File: src/tsec_params.svh
// Offsets, field positions, reset values and timing counts of the event controller
`ifndef TSEC_PARAMS_SVH
`define TSEC_PARAMS_SVH

// ==========================================================================
// Register byte addresses
`define TSEC_OFF_LATCH        8'h00
`define TSEC_OFF_CORE_EN      8'h04
`define TSEC_OFF_NEST         8'h08
`define TSEC_OFF_GLOBAL       8'h0c
`define TSEC_OFF_PEN_LO       8'h10
`define TSEC_OFF_PEN_HI       8'h14
`define TSEC_OFF_SRC_LO       8'h18
`define TSEC_OFF_SRC_HI       8'h1c
`define TSEC_OFF_WAKE_LO      8'h20
`define TSEC_OFF_WAKE_HI      8'h24
`define TSEC_OFF_ASSIGN0      8'h28
`define TSEC_ASSIGN_REGS      7

// ==========================================================================
// Field layout
`define TSEC_GP_BASE          4'h7
`define TSEC_FIELD_W          4
`define TSEC_FIELDS_PER_REG   8
`define TSEC_GLOBAL_EN_BIT    0

// ==========================================================================
// Reset values of the route assignment words, one nibble per source, and of the enable words
`define TSEC_ASSIGN0_RST      32'h00000000
`define TSEC_ASSIGN1_RST      32'h11000000
`define TSEC_ASSIGN2_RST      32'h33332222
`define TSEC_ASSIGN3_RST      32'h44444433
`define TSEC_ASSIGN4_RST      32'h55555555
`define TSEC_ASSIGN5_RST      32'h06666655
`define TSEC_ASSIGN6_RST      32'h33333000
`define TSEC_CORE_EN_RST      16'h0000
`define TSEC_PEN_RST          32'h00000000
`define TSEC_WAKE_RST         32'h00000000

// ==========================================================================
// Timing counts in core clock cycles
`define TSEC_EDGE_DET_CYCLES  2
`define TSEC_MIN_LATENCY      3

`endif

File: src/tsec_pkg.sv
// Types shared by the two stage event controller
package tsec_pkg;
    typedef logic [3:0] tsec_route_t;
    typedef logic [15:0] tsec_event_vec_t;
    typedef logic [7:0] tsec_addr_t;
    typedef logic [31:0] tsec_word_t;
endpackage

File: src/tsec_top.sv
// Two stage event controller: peripheral routing stage and core event stage
//
// The address map and the strobed register port were left to the implementer.
`timescale 1ns/1ps
`include "tsec_params.svh"

module tsec_top #(
    parameter int N_SRC = 56,
    parameter int N_GP = 9
) (
    input wire logic clk,
    input wire logic srst,
    input wire tsec_pkg::tsec_addr_t reg_addr,
    input wire tsec_pkg::tsec_word_t reg_wdata,
    input wire logic reg_wr,
    input wire logic reg_rd,
    input wire logic supervisor_mode,
    output tsec_pkg::tsec_word_t reg_rdata,
    input wire logic [N_SRC-1:0] periph_irq,
    input wire logic global_irq_on_instr,
    input wire logic global_irq_off_instr,
    input wire logic core_idle,
    input wire logic event_accept,
    input wire logic event_return,
    output logic service_req,
    output tsec_pkg::tsec_route_t service_id,
    output tsec_pkg::tsec_event_vec_t active_event_nest,
    output logic wake_request
);
    import tsec_pkg::*;

    // ======================================================================
    // Elaboration checks
    generate
        if (N_SRC <= 32 || N_SRC > 64 || N_SRC > `TSEC_ASSIGN_REGS * `TSEC_FIELDS_PER_REG) begin : g_bad_src
            $error("tsec_top: N_SRC must lie in 33..56");
        end
        if (N_GP != 9) begin : g_bad_gp
            $error("tsec_top: N_GP must be 9");
        end
    endgenerate

    localparam logic [31:0] ASSIGN_RST [`TSEC_ASSIGN_REGS] = '{
        `TSEC_ASSIGN0_RST, `TSEC_ASSIGN1_RST, `TSEC_ASSIGN2_RST, `TSEC_ASSIGN3_RST,
        `TSEC_ASSIGN4_RST, `TSEC_ASSIGN5_RST, `TSEC_ASSIGN6_RST
    };

    // ======================================================================
    // Register bus decode
    logic wr_ok;
    logic rd_ok;
    assign wr_ok = reg_wr && supervisor_mode;
    assign rd_ok = reg_rd && supervisor_mode;

    // ======================================================================
    // Peripheral input synchronisers
    logic [N_SRC-1:0] sync1;
    logic [N_SRC-1:0] sync2;
    logic [N_SRC-1:0] sync3;
    logic [N_SRC-1:0] src_level;

    always_ff @(posedge clk) begin
        if (srst) begin
            sync1 <= '0;
            sync2 <= '0;
            sync3 <= '0;
        end else begin
            sync1 <= periph_irq;
            sync2 <= sync1;
            sync3 <= sync2;
        end
    end

    // A source level changes only once two stages agree
    always_ff @(posedge clk) begin
        if (srst) begin
            src_level <= '0;
        end else begin
            for (int s = 0; s < N_SRC; s++) begin
                if (sync2[s] == sync3[s]) begin
                    src_level[s] <= sync2[s];
                end
            end
        end
    end

    // ======================================================================
    // Peripheral enable and wake enable words
    logic [63:0] periph_irq_enable;
    logic [63:0] periph_wake_enable;

    always_ff @(posedge clk) begin
        if (srst) begin
            periph_irq_enable <= {`TSEC_PEN_RST, `TSEC_PEN_RST};
        end else if (wr_ok && reg_addr == `TSEC_OFF_PEN_LO) begin
            periph_irq_enable[31:0] <= reg_wdata;
        end else if (wr_ok && reg_addr == `TSEC_OFF_PEN_HI) begin
            periph_irq_enable[63:32] <= reg_wdata;
        end
    end

    always_ff @(posedge clk) begin
        if (srst) begin
            periph_wake_enable <= {`TSEC_WAKE_RST, `TSEC_WAKE_RST};
        end else if (wr_ok && reg_addr == `TSEC_OFF_WAKE_LO) begin
            periph_wake_enable[31:0] <= reg_wdata;
        end else if (wr_ok && reg_addr == `TSEC_OFF_WAKE_HI) begin
            periph_wake_enable[63:32] <= reg_wdata;
        end
    end

    // ======================================================================
    // Route assignment words
    logic [31:0] periph_route_assign [`TSEC_ASSIGN_REGS];

    always_ff @(posedge clk) begin
        if (srst) begin
            for (int r = 0; r < `TSEC_ASSIGN_REGS; r++) begin
                periph_route_assign[r] <= ASSIGN_RST[r];
            end
        end else if (wr_ok) begin
            for (int r = 0; r < `TSEC_ASSIGN_REGS; r++) begin
                if (reg_addr == `TSEC_OFF_ASSIGN0 + 8'(r * 4)) begin
                    periph_route_assign[r] <= reg_wdata;
                end
            end
        end
    end

    // ======================================================================
    // Routing: combine enabled sources onto general core inputs
    logic [N_GP-1:0] gp_line;

    always_comb begin
        tsec_route_t field;
        field = '0;
        gp_line = '0;
        for (int s = 0; s < N_SRC; s++) begin
            field = periph_route_assign[s / 8][(s % 8) * 4 +: 4];
            for (int g = 0; g < N_GP; g++) begin
                // Values above 8 select no input
                if (field == 4'(g) && src_level[s] && periph_irq_enable[s]) begin
                    gp_line[g] = 1'b1;
                end
            end
        end
    end

    // ======================================================================
    // Rising edge detection on the general core inputs
    logic [N_GP-1:0] gp_q;
    logic [N_GP-1:0] gp_qq;
    logic [N_GP-1:0] gp_rise;

    always_ff @(posedge clk) begin
        if (srst) begin
            gp_q <= '0;
            gp_qq <= '0;
        end else begin
            gp_q <= gp_line;
            gp_qq <= gp_q;
        end
    end

    assign gp_rise = gp_q & ~gp_qq;

    // ======================================================================
    // Global enable driven by the on and off instructions
    logic global_en;

    always_ff @(posedge clk) begin
        if (srst) begin
            global_en <= 1'b0;
        end else if (global_irq_off_instr) begin
            global_en <= 1'b0;
        end else if (global_irq_on_instr) begin
            global_en <= 1'b1;
        end
    end

    // ======================================================================
    // Core enable register
    tsec_event_vec_t core_event_enable;

    always_ff @(posedge clk) begin
        if (srst) begin
            core_event_enable <= `TSEC_CORE_EN_RST;
        end else if (wr_ok && reg_addr == `TSEC_OFF_CORE_EN) begin
            core_event_enable <= reg_wdata[15:0];
        end
    end

    // ======================================================================
    // Latch and nest registers
    tsec_event_vec_t latched_event_flags;
    tsec_event_vec_t next_latched;
    tsec_event_vec_t next_nest;
    tsec_event_vec_t accept_mask;
    tsec_event_vec_t return_mask;
    logic latch_wr;

    assign latch_wr = wr_ok && reg_addr == `TSEC_OFF_LATCH;

    // Accept only lands on a bit still latched while service_req is high
    always_comb begin
        accept_mask = '0;
        if (event_accept && latched_event_flags[service_id] && service_req) begin
            accept_mask[service_id] = 1'b1;
        end
    end

    // Return retires the highest priority active general event
    always_comb begin
        return_mask = '0;
        if (event_return) begin
            for (int k = 15; k >= 7; k--) begin
                if (active_event_nest[k]) begin
                    return_mask = '0;
                    return_mask[k] = 1'b1;
                end
            end
        end
    end

    always_comb begin
        next_latched = latched_event_flags;
        for (int g = 0; g < N_GP; g++) begin
            if (latch_wr && !core_event_enable[g + 7]) begin
                next_latched[g + 7] = reg_wdata[g + 7];
            end
            if (accept_mask[g + 7]) begin
                next_latched[g + 7] = 1'b0;
            end
            // A new edge wins over the clear on acceptance
            if (gp_rise[g]) begin
                next_latched[g + 7] = 1'b1;
            end
        end
    end

    always_ff @(posedge clk) begin
        if (srst) begin
            latched_event_flags <= '0;
        end else begin
            latched_event_flags <= next_latched;
        end
    end

    assign next_nest = (active_event_nest & ~return_mask) | accept_mask;

    always_ff @(posedge clk) begin
        if (srst) begin
            active_event_nest <= '0;
        end else begin
            active_event_nest <= next_nest;
        end
    end

    // ======================================================================
    // Priority selection with nesting
    logic cand_any;
    tsec_route_t cand_id;

    always_comb begin
        logic blocked;
        blocked = 1'b0;
        cand_any = 1'b0;
        cand_id = '0;
        for (int k = 7; k <= 15; k++) begin
            // Only events above every active one may nest
            if (active_event_nest[k]) begin
                blocked = 1'b1;
            end
            if (!blocked && !cand_any && global_en && latched_event_flags[k]
                    && core_event_enable[k]) begin
                cand_any = 1'b1;
                cand_id = 4'(k);
            end
        end
    end

    // Registered request keeps edge-to-nest at three cycles or more
    always_ff @(posedge clk) begin
        if (srst) begin
            service_req <= 1'b0;
            service_id <= '0;
        end else if (event_accept) begin
            service_req <= 1'b0;
            service_id <= cand_id;
        end else begin
            service_req <= cand_any;
            service_id <= cand_id;
        end
    end

    // ======================================================================
    // Wake request
    logic wake_cause;
    assign wake_cause = |(src_level & periph_wake_enable[N_SRC-1:0]);

    always_ff @(posedge clk) begin
        if (srst) begin
            wake_request <= 1'b0;
        end else if (|active_event_nest[15:7] || !core_idle) begin
            wake_request <= 1'b0;
        end else if (wake_cause) begin
            wake_request <= 1'b1;
        end
    end

    // ======================================================================
    // Read data, one cycle after the strobe
    tsec_word_t rd_mux;
    logic [63:0] src_word;
    assign src_word = 64'(src_level);

    always_comb begin
        rd_mux = '0;
        unique case (reg_addr)
            `TSEC_OFF_LATCH: rd_mux = {16'h0000, latched_event_flags};
            `TSEC_OFF_CORE_EN: rd_mux = {16'h0000, core_event_enable};
            `TSEC_OFF_NEST: rd_mux = {16'h0000, active_event_nest};
            `TSEC_OFF_GLOBAL: rd_mux = {31'h00000000, global_en};
            `TSEC_OFF_PEN_LO: rd_mux = periph_irq_enable[31:0];
            `TSEC_OFF_PEN_HI: rd_mux = periph_irq_enable[63:32];
            `TSEC_OFF_SRC_LO: rd_mux = src_word[31:0];
            `TSEC_OFF_SRC_HI: rd_mux = src_word[63:32];
            `TSEC_OFF_WAKE_LO: rd_mux = periph_wake_enable[31:0];
            `TSEC_OFF_WAKE_HI: rd_mux = periph_wake_enable[63:32];
            default: begin
                for (int r = 0; r < `TSEC_ASSIGN_REGS; r++) begin
                    if (reg_addr == `TSEC_OFF_ASSIGN0 + 8'(r * 4)) begin
                        rd_mux = periph_route_assign[r];
                    end
                end
            end
        endcase
    end

    always_ff @(posedge clk) begin
        if (srst) begin
            reg_rdata <= '0;
        end else if (rd_ok) begin
            reg_rdata <= rd_mux;
        end else begin
            reg_rdata <= '0;
        end
    end
endmodule

File: config.mk
export PLATFORM = sky130hd
export DESIGN_NAME = tsec_top
export DESIGN_NICKNAME = d
export VERILOG_FILES = /design/src/tsec_pkg.sv /design/src/tsec_top.sv
export VERILOG_INCLUDE_DIRS = /design/src /design/src/src
export SDC_FILE = /design/constraint.sdc
export NUM_CORES = 2
export LEC_CHECK = 0
export BUFFER_PORTS_ARGS = -buffer_cell sky130_fd_sc_hd__buf_4
export CAP_MARGIN = 20
export CORE_ASPECT_RATIO = 0.8
export CORE_MARGIN = 3
export CORE_UTILIZATION = 31
export CTS_BUF_LIST = sky130_fd_sc_hd__clkbuf_4
export DETAILED_ROUTE_END_ITERATION = 16
export GPL_TIMING_DRIVEN = 0
export PLACE_DENSITY = 0.54
export SYNTH_ARGS = -nofsm -noshare
export SYNTH_HDL_FRONTEND = slang
export SYNTH_SLANG_ARGS = --single-unit
File: constraint.sdc
create_clock -name clk -period 4.3 [get_ports clk]
set_input_delay 0.86 -clock clk [delete_from_list [all_inputs] [get_ports clk]]
set_output_delay 0.86 -clock clk [all_outputs]
set_load 0.02 [all_outputs]
# Yosys cells after proc, flatten, opt, wreduce, memory -nomap -nowiden
# Memory sizes are Yosys's and may differ from the RTL's.
# Cells that the tools add are included.
# totals
mem_count,1
reg_bits,450
out_inout_bits,54
ramBits,224
# memory_table
memory,words,width,rd,rd_ports_with_merged_regs,write_ports,line,source
periph_route_assign,7,32,7,0,7,tsec_top.sv:114,logic [31:0] periph_route_assign [`TSEC_ASSIGN_REGS];
# op_classes
order_cmp,2
eq_ne,520
reduce_logical,1165
muxes,618
bitwise_logic,16
# op_table
op,n
logical AND 1 bit,1063
== test 4 x 3 -> 1 bit (second input constant),224
2-to-1 mux 1 bit,581
== test 4 x 2 -> 1 bit (second input constant),112
2-to-1 mux 32 bit,14
one-hot mux 32 bit (10 select lines),1
== test 4 x 1 -> 1 bit (second input constant),56
== test 4 bit (second input constant),56
logical NOT 4 bit,56
2-to-1 mux 16 bit,11
== test 8 x 6 -> 1 bit (second input constant),8
bitwise AND 56 bit,1
== test 1 bit,56
OR reduction 56 bit,1
== test 8 x 5 -> 1 bit (second input constant),4
2-to-1 mux 4 bit,8
logical NOT 1 bit,27
nonzero test 3 bit,9
bitwise AND 16 bit,1
== test 8 x 4 -> 1 bit (second input constant),2
inverter 16 bit,1
bitwise OR 16 bit,1
bitwise AND 9 bit,1
inverter 9 bit,1
14 further kinds,26

# Longest topological paths before layout
# An unclocked memory read counts as a cell.
# logic_depth
ltp_word,60
ltp_mapped,10
ltp_nobuf,6

# Least setup slack after synthesis
# No wires, ideal clock.
# synth_timing
path_type,input to register
startpoint,input reg_addr[1]
endpoint,"memory periph_route_assign[0][0], enable pin"
path_stages,5
arrival_time_ps,2794
setup_slack_ps,1112
cell_sequence,buf_2 > nor4b_4 > clkbuf_1 > nand3_1 > nand2b_1
# synth_lines
item,line,source
"start, declared",tsec_top.sv:13,"input wire tsec_pkg::tsec_addr_t reg_addr,"
"end, declared",tsec_top.sv:114,

# Final worst setup path
# layout_timing
startpoint,register periph_irq_enable[9]
endpoint,register gp_q[7]
# layout_between
elab_chain_cells,48
# layout_lines
item,line,source
"start, declared",tsec_top.sv:89,logic [63:0] periph_irq_enable;
"start signal, assigned",tsec_top.sv:94,"periph_irq_enable <= {`TSEC_PEN_RST, `TSEC_PEN_RST};"
"start signal, assigned",tsec_top.sv:96,periph_irq_enable[31:0] <= reg_wdata;
logical AND 1 bit,tsec_top.sv:142,if (field == 4'(g) && src_level[s] && periph_irq_enable[s]) begin
2-to-1 mux 1 bit (47 in a row),tsec_top.sv:142,
"end signal, assigned",tsec_top.sv:160,gp_q <= gp_line;
"end, declared",tsec_top.sv:151,logic [N_GP-1:0] gp_q;
# Every way passes these cells.
# A chain may end at the register's enable or synchronous reset.

==> results.md <==
- The total leakage power is 13.4 nW.
- In this design, the stage delay of the slowest critical-path cell is 1060 ps.
- The number of clock sinks is 674.
- The cell depth of the worst hold path is 3.
- The number of buffer and inverter stages on the critical path is 0.
- Buffers inserted during clock tree synthesis total 179.
- The number of rows in the core area is 105.
- The flop-to-flop setup slack is -370 ps.
- The Yosys step of the flow raised 0 warnings.
- Once layout is done, the placed cells without fillers occupy 0.0393 mm².
- The routability congestion estimate from global placement is 1.16.
- After layout, the minimum clock period comes to 4670 ps.
- The floorplan step set the die width to 368 µm.
- TritonCTS built the clock tree.
- The worst setup path is of the reg -> reg kind.
- The top fanout value on the critical path is 4.
- In the synthesized netlist the async set-or-reset flop fraction comes to 0%.
- The synthesized netlist cell count is 3658.
- The sequential cell area is 0.0157 mm².
- The die is 296 µm tall.
- A synthesized cell averages 8.88 µm².
- The number of global-route vias before repair is 32300.
- The die area is 0.109 mm².
- The initial antenna violation count is 37.
- The worst-case hold slack is 198 ps.
- The worst reg2reg path endpoint is gp_q[7].
- The initial core utilization is 31.5%.
- The cell class contributing the biggest share of worst-path delay is simple AND/OR/NAND/NOR gates.
- STA puts the critical path data required time at 5290 ps.
- The startpoint class of the critical path is a register.
- The final hold violation count was 0.
- The number of H-tree branching levels is 4.
- The mapped cell area is 0.0325 mm².
- The total count of max-transition violations in the final report is 0.
- In the global route stage, overall resource usage came out at 45.8%.
- The multi-input combinational cells in the finished layout cover a total of 0.0157 mm².
- In this run the tightest slew margin relative to its limit is 9.78%.
- The remaining routing DRC violations is 0.
- Dividing the detail-routed via count by the number of cells gives 6.52.
- The number of nets with antenna violations after routing is 0.
- The synthesized-area fraction occupied by adder cells is 0%.
- The checks that failed: setup timing.
- Measured in cells, the most critical reg-to-reg path has a length of 6.
- The number of enable flip-flop cells after synthesis is 224.
- Cells with a size suffix above 1 make up 14.5% of the layout.
- In this run the worst hold path is classified as in -> reg.
- The sum of overflow across all layers after global routing is 0.
- Setup repair after global routing left no endpoint under its margin.
- The power density over cell area is 365 mW/mm².
- The worst-case setup margin in the final layout is -374 ps.
- The number of DRC markers after the initial detailed-route iteration is 6997.
- The wire length reported by the detailed router is 259 mm.
- The number of buffers inserted by post-CTS setup repair is 0.
- Fill cells in the final layout number 10800.
- Max-cap violations in this run came to 0.
- Relative to the synthesized area, the layout overhead comes to 20.9%.
- The run finished, with violations left.
- The detailed router placed 37000 vias in this run.
- After floorplanning, the core was sized to cover 0.103 mm².
- The post-synthesis register bit count is 674.
- Based on the critical path, the design can be clocked at up to 214 MHz.
- The end point of the worst hold path is wake_request.
- The post-synthesis simple-gate area fraction is 29.1%.
- The first global-routing pass estimated 325 mm of wire.
- The clock passes through at most 3 buffers.
- For the final routed database, the setup TNS stands at -824 ps.
- The data arrival time of the critical path is 5670 ps.
- The net count of the finished layout is 4235.
- The critical path's slowest cell is a311oi_1.
- The synthesized netlist devotes 0% of its cell area to XOR and XNOR gates.
- The number of different library cells used by synthesis comes to 79.
- The placement-stage cell area is 0.0360 mm².
- After layout, the worst path uses 109% of the clock period.
- The largest clock skew in the final design is 105 ps.
- For the pin with the worst max-slew slack, the measured transition is 1350 ps.
- The critical path endpoint category is a register.
- The tree is rooted in a clkbuf_4.
- Summing the areas of all compound-gate instances in the mapped netlist gives 15.9% of the synthesized area.
- Entering global routing, the biggest net connects 33 pins.
- The HPWL reported at the end of detailed placement is 206 mm.
- The worst register-to-register path begins at periph_irq_enable[9].
- By area, the combinational part of the netlist is dominated by simple AND/OR/NAND/NOR gates.
- The clock network latency to the later pin of the worst-skew pair is 1260 ps.
- The share of cell area taken by muxes after synthesis is 3.04%.
- In the final routed layout, each cell accounts on average for 45.5 µm.
- The clock-pin transition on the worst setup and hold timing paths is 70 ps.
- Input and output buffers added on the ports amount to 151.
- In the synthesized netlist the dominant register cell turns out to be dfxtp_1.
- The pre-antenna-repair detailed-routing pass consisted of 7 iterations.
- The worst-case IR drop observed on VDD is 0.257 mV.
- The count of boundary I/O pins is 160.
- The synthesized net count is 3764.
- The worst hold path startpoint is core_idle.
- The final setup violation count is 3.
- Walking the worst path, the cells encountered are nand4b_1, o32ai_1, nor4_1, nand4_1, a311oi_1, a21oi_1.
- The sequential area share after synthesis is 48.4%.
==> cell usage after synthesis (13+ instances only) <==
cell type | number | area [µm²]
dfxtp_1 | 450 | 9010
o22ai_1 | 91 | 569
inv_1 | 68 | 255
nand2b_1 | 122 | 763
edfxtp_1 | 224 | 6730
a31oi_1 | 50 | 313
or2_2 | 14 | 87.6
o21ai_0 | 116 | 581
and3_1 | 16 | 100
nor3b_1 | 29 | 218
a22oi_1 | 67 | 503
a21oi_1 | 301 | 1510
nand4bb_1 | 13 | 146
nor3_1 | 142 | 711
a2111oi_0 | 13 | 114
nor2_1 | 269 | 1010
nand3_1 | 72 | 360
buf_2 | 50 | 250
clkbuf_1 | 157 | 589
nor2b_1 | 211 | 1320
nor4_1 | 74 | 463
or3_1 | 46 | 288
nor4b_1 | 18 | 158
nand4b_1 | 55 | 482
nand4_1 | 36 | 225
and2_1 | 46 | 288
o32ai_1 | 26 | 228
nand2_1 | 541 | 2030
a211oi_1 | 15 | 113
a22o_1 | 17 | 149
a221oi_1 | 28 | 245
nand3b_1 | 27 | 203
mux2i_1 | 65 | 651
==> worst reg2reg max path, delay by kind of cell, from the launching register on <==
kind / cells / cell delay, ps
AOI/OAI and AO/OA: 3 / 1800
DFF: 1 / 440
and+or+nand+nor: 3 / 2220
==> power by group <==
| group | switching, mW | total (mW) | leakage (nW) | internal, mW |
|---|---|---|---|---|
| clock network | 3.10 | 5.87 | 1.33 | 2.77 |
| logic | 0.898 | 1.25 | 6.20 | 0.347 |
| registers | 0.451 | 7.22 | 5.82 | 6.76 |
| total | 4.45 | 14.3 | 13.4 | 9.88 |
==> per-layer routing <==
metal  up-vias  share of wire, %  track usage (%)
met3       640                17             27.1
met4        18               5.6             21.5
met5         -              0.16             2.31
li1      14500                 -                -
met2      3522                36             57.3
met1     18400                41             61.1
==> per-stage QoR <==
stage               setup slack [ps]  cells  power (mW)  utilization (%)
CTS                             7.16   5646        14.2             37.9
detailed placement              -649   5248        8.40             34.9
finish                          -374   5680        14.3             38.0
floorplan                       1110   3658        7.50                -
global route                    92.4   5659        14.7             38.0
global placement               -2320   5200        8.40             34.2
==> layout make-up <==
cell class	count	area share [%]
clock inverter	60	0.898
sequential	674	40.1
tap	1391	4.43
timing repair buffer	290	6.57
antenna	27	0.172
buffer	217	2.29
clock buffer	254	4.86
multi-input combinational	2699	40.1
inverter	68	0.650
==> worst max-delay path by stage <==
stage | cells past startpoint | from | slack (ps) | to
after global routing | 6 | periph_route_assign[3][10] | 90 | gp_q[0]
after detailed placement | 8 | reg_addr[1] | -650 | periph_route_assign[4][9]
after floorplan | 5 | reg_addr[1] | 1110 | periph_route_assign[0][0]
final | 6 | periph_irq_enable[9] | -370 | gp_q[7]
after global placement | 6 | reg_addr[1] | -2320 | periph_route_assign[4][5]
after CTS | 6 | periph_route_assign[3][10] | 7 | gp_q[0]
==> state kept, by name, indices dropped and copies added, names as in the netlist, 4 cells and up <==
| name | cells |
|---|---|
| active_event_nest | 16 |
| src_level | 56 |
| sync1 | 56 |
| core_event_enable | 16 |
| periph_wake_enable | 64 |
| gp_qq | 9 |
| periph_irq_enable | 64 |
| periph_route_assign | 224 |
| service_id | 4 |
| sync2 | 56 |
| sync3 | 56 |
| gp_q | 9 |
| latched_event_flags | 9 |
| reg_rdata | 32 |
==> cells by family after synthesis <==
group           count (synthesis)
mux                            87
flops                         674
compound gates                819
simple gates                 1793
buf+inv                       285
==> layout by cell type, fill, tap and decap left out, types with 14 or more instances in the layout <==
master / Yosys / layout
nand2_1: 541 / 541
dfxtp_1: 450 / 450
a21oi_1: 301 / 300
nor2_1: 269 / 268
clkbuf_4: 0 / 255
edfxtp_1: 224 / 224
nor2b_1: 211 / 211
buf_4: 4 / 168
clkbuf_1: 157 / 152
nor3_1: 142 / 136
nand2b_1: 122 / 117
o21ai_0: 116 / 116
o22ai_1: 91 / 91
dlygate4sd3_1: 0 / 84
nand3_1: 72 / 72
nor4_1: 74 / 69
inv_1: 68 / 68
a22oi_1: 67 / 67
mux2i_1: 65 / 65
buf_2: 50 / 62
nand4b_1: 55 / 55
a31oi_1: 50 / 50
and2_1: 46 / 46
or3_1: 46 / 46
clkinv_1: 0 / 39
nand4_1: 36 / 36
nor3b_1: 29 / 29
a221oi_1: 28 / 28
diode_2: 0 / 27
nand3b_1: 27 / 27
o32ai_1: 26 / 25
a22o_1: 17 / 17
and3_1: 16 / 16
buf_8: 0 / 16
nor4b_1: 18 / 15
a211oi_1: 15 / 15
or2_2: 14 / 14
==> timing repair <==
action / in CTS / in global routing
gates resized for setup: 0 / 1
hold endpoints to repair: 156 / 0
endpoints found under the setup margin: 0 / 1
hold buffers: 84 / 0
(Power assumes the default switching activity.)
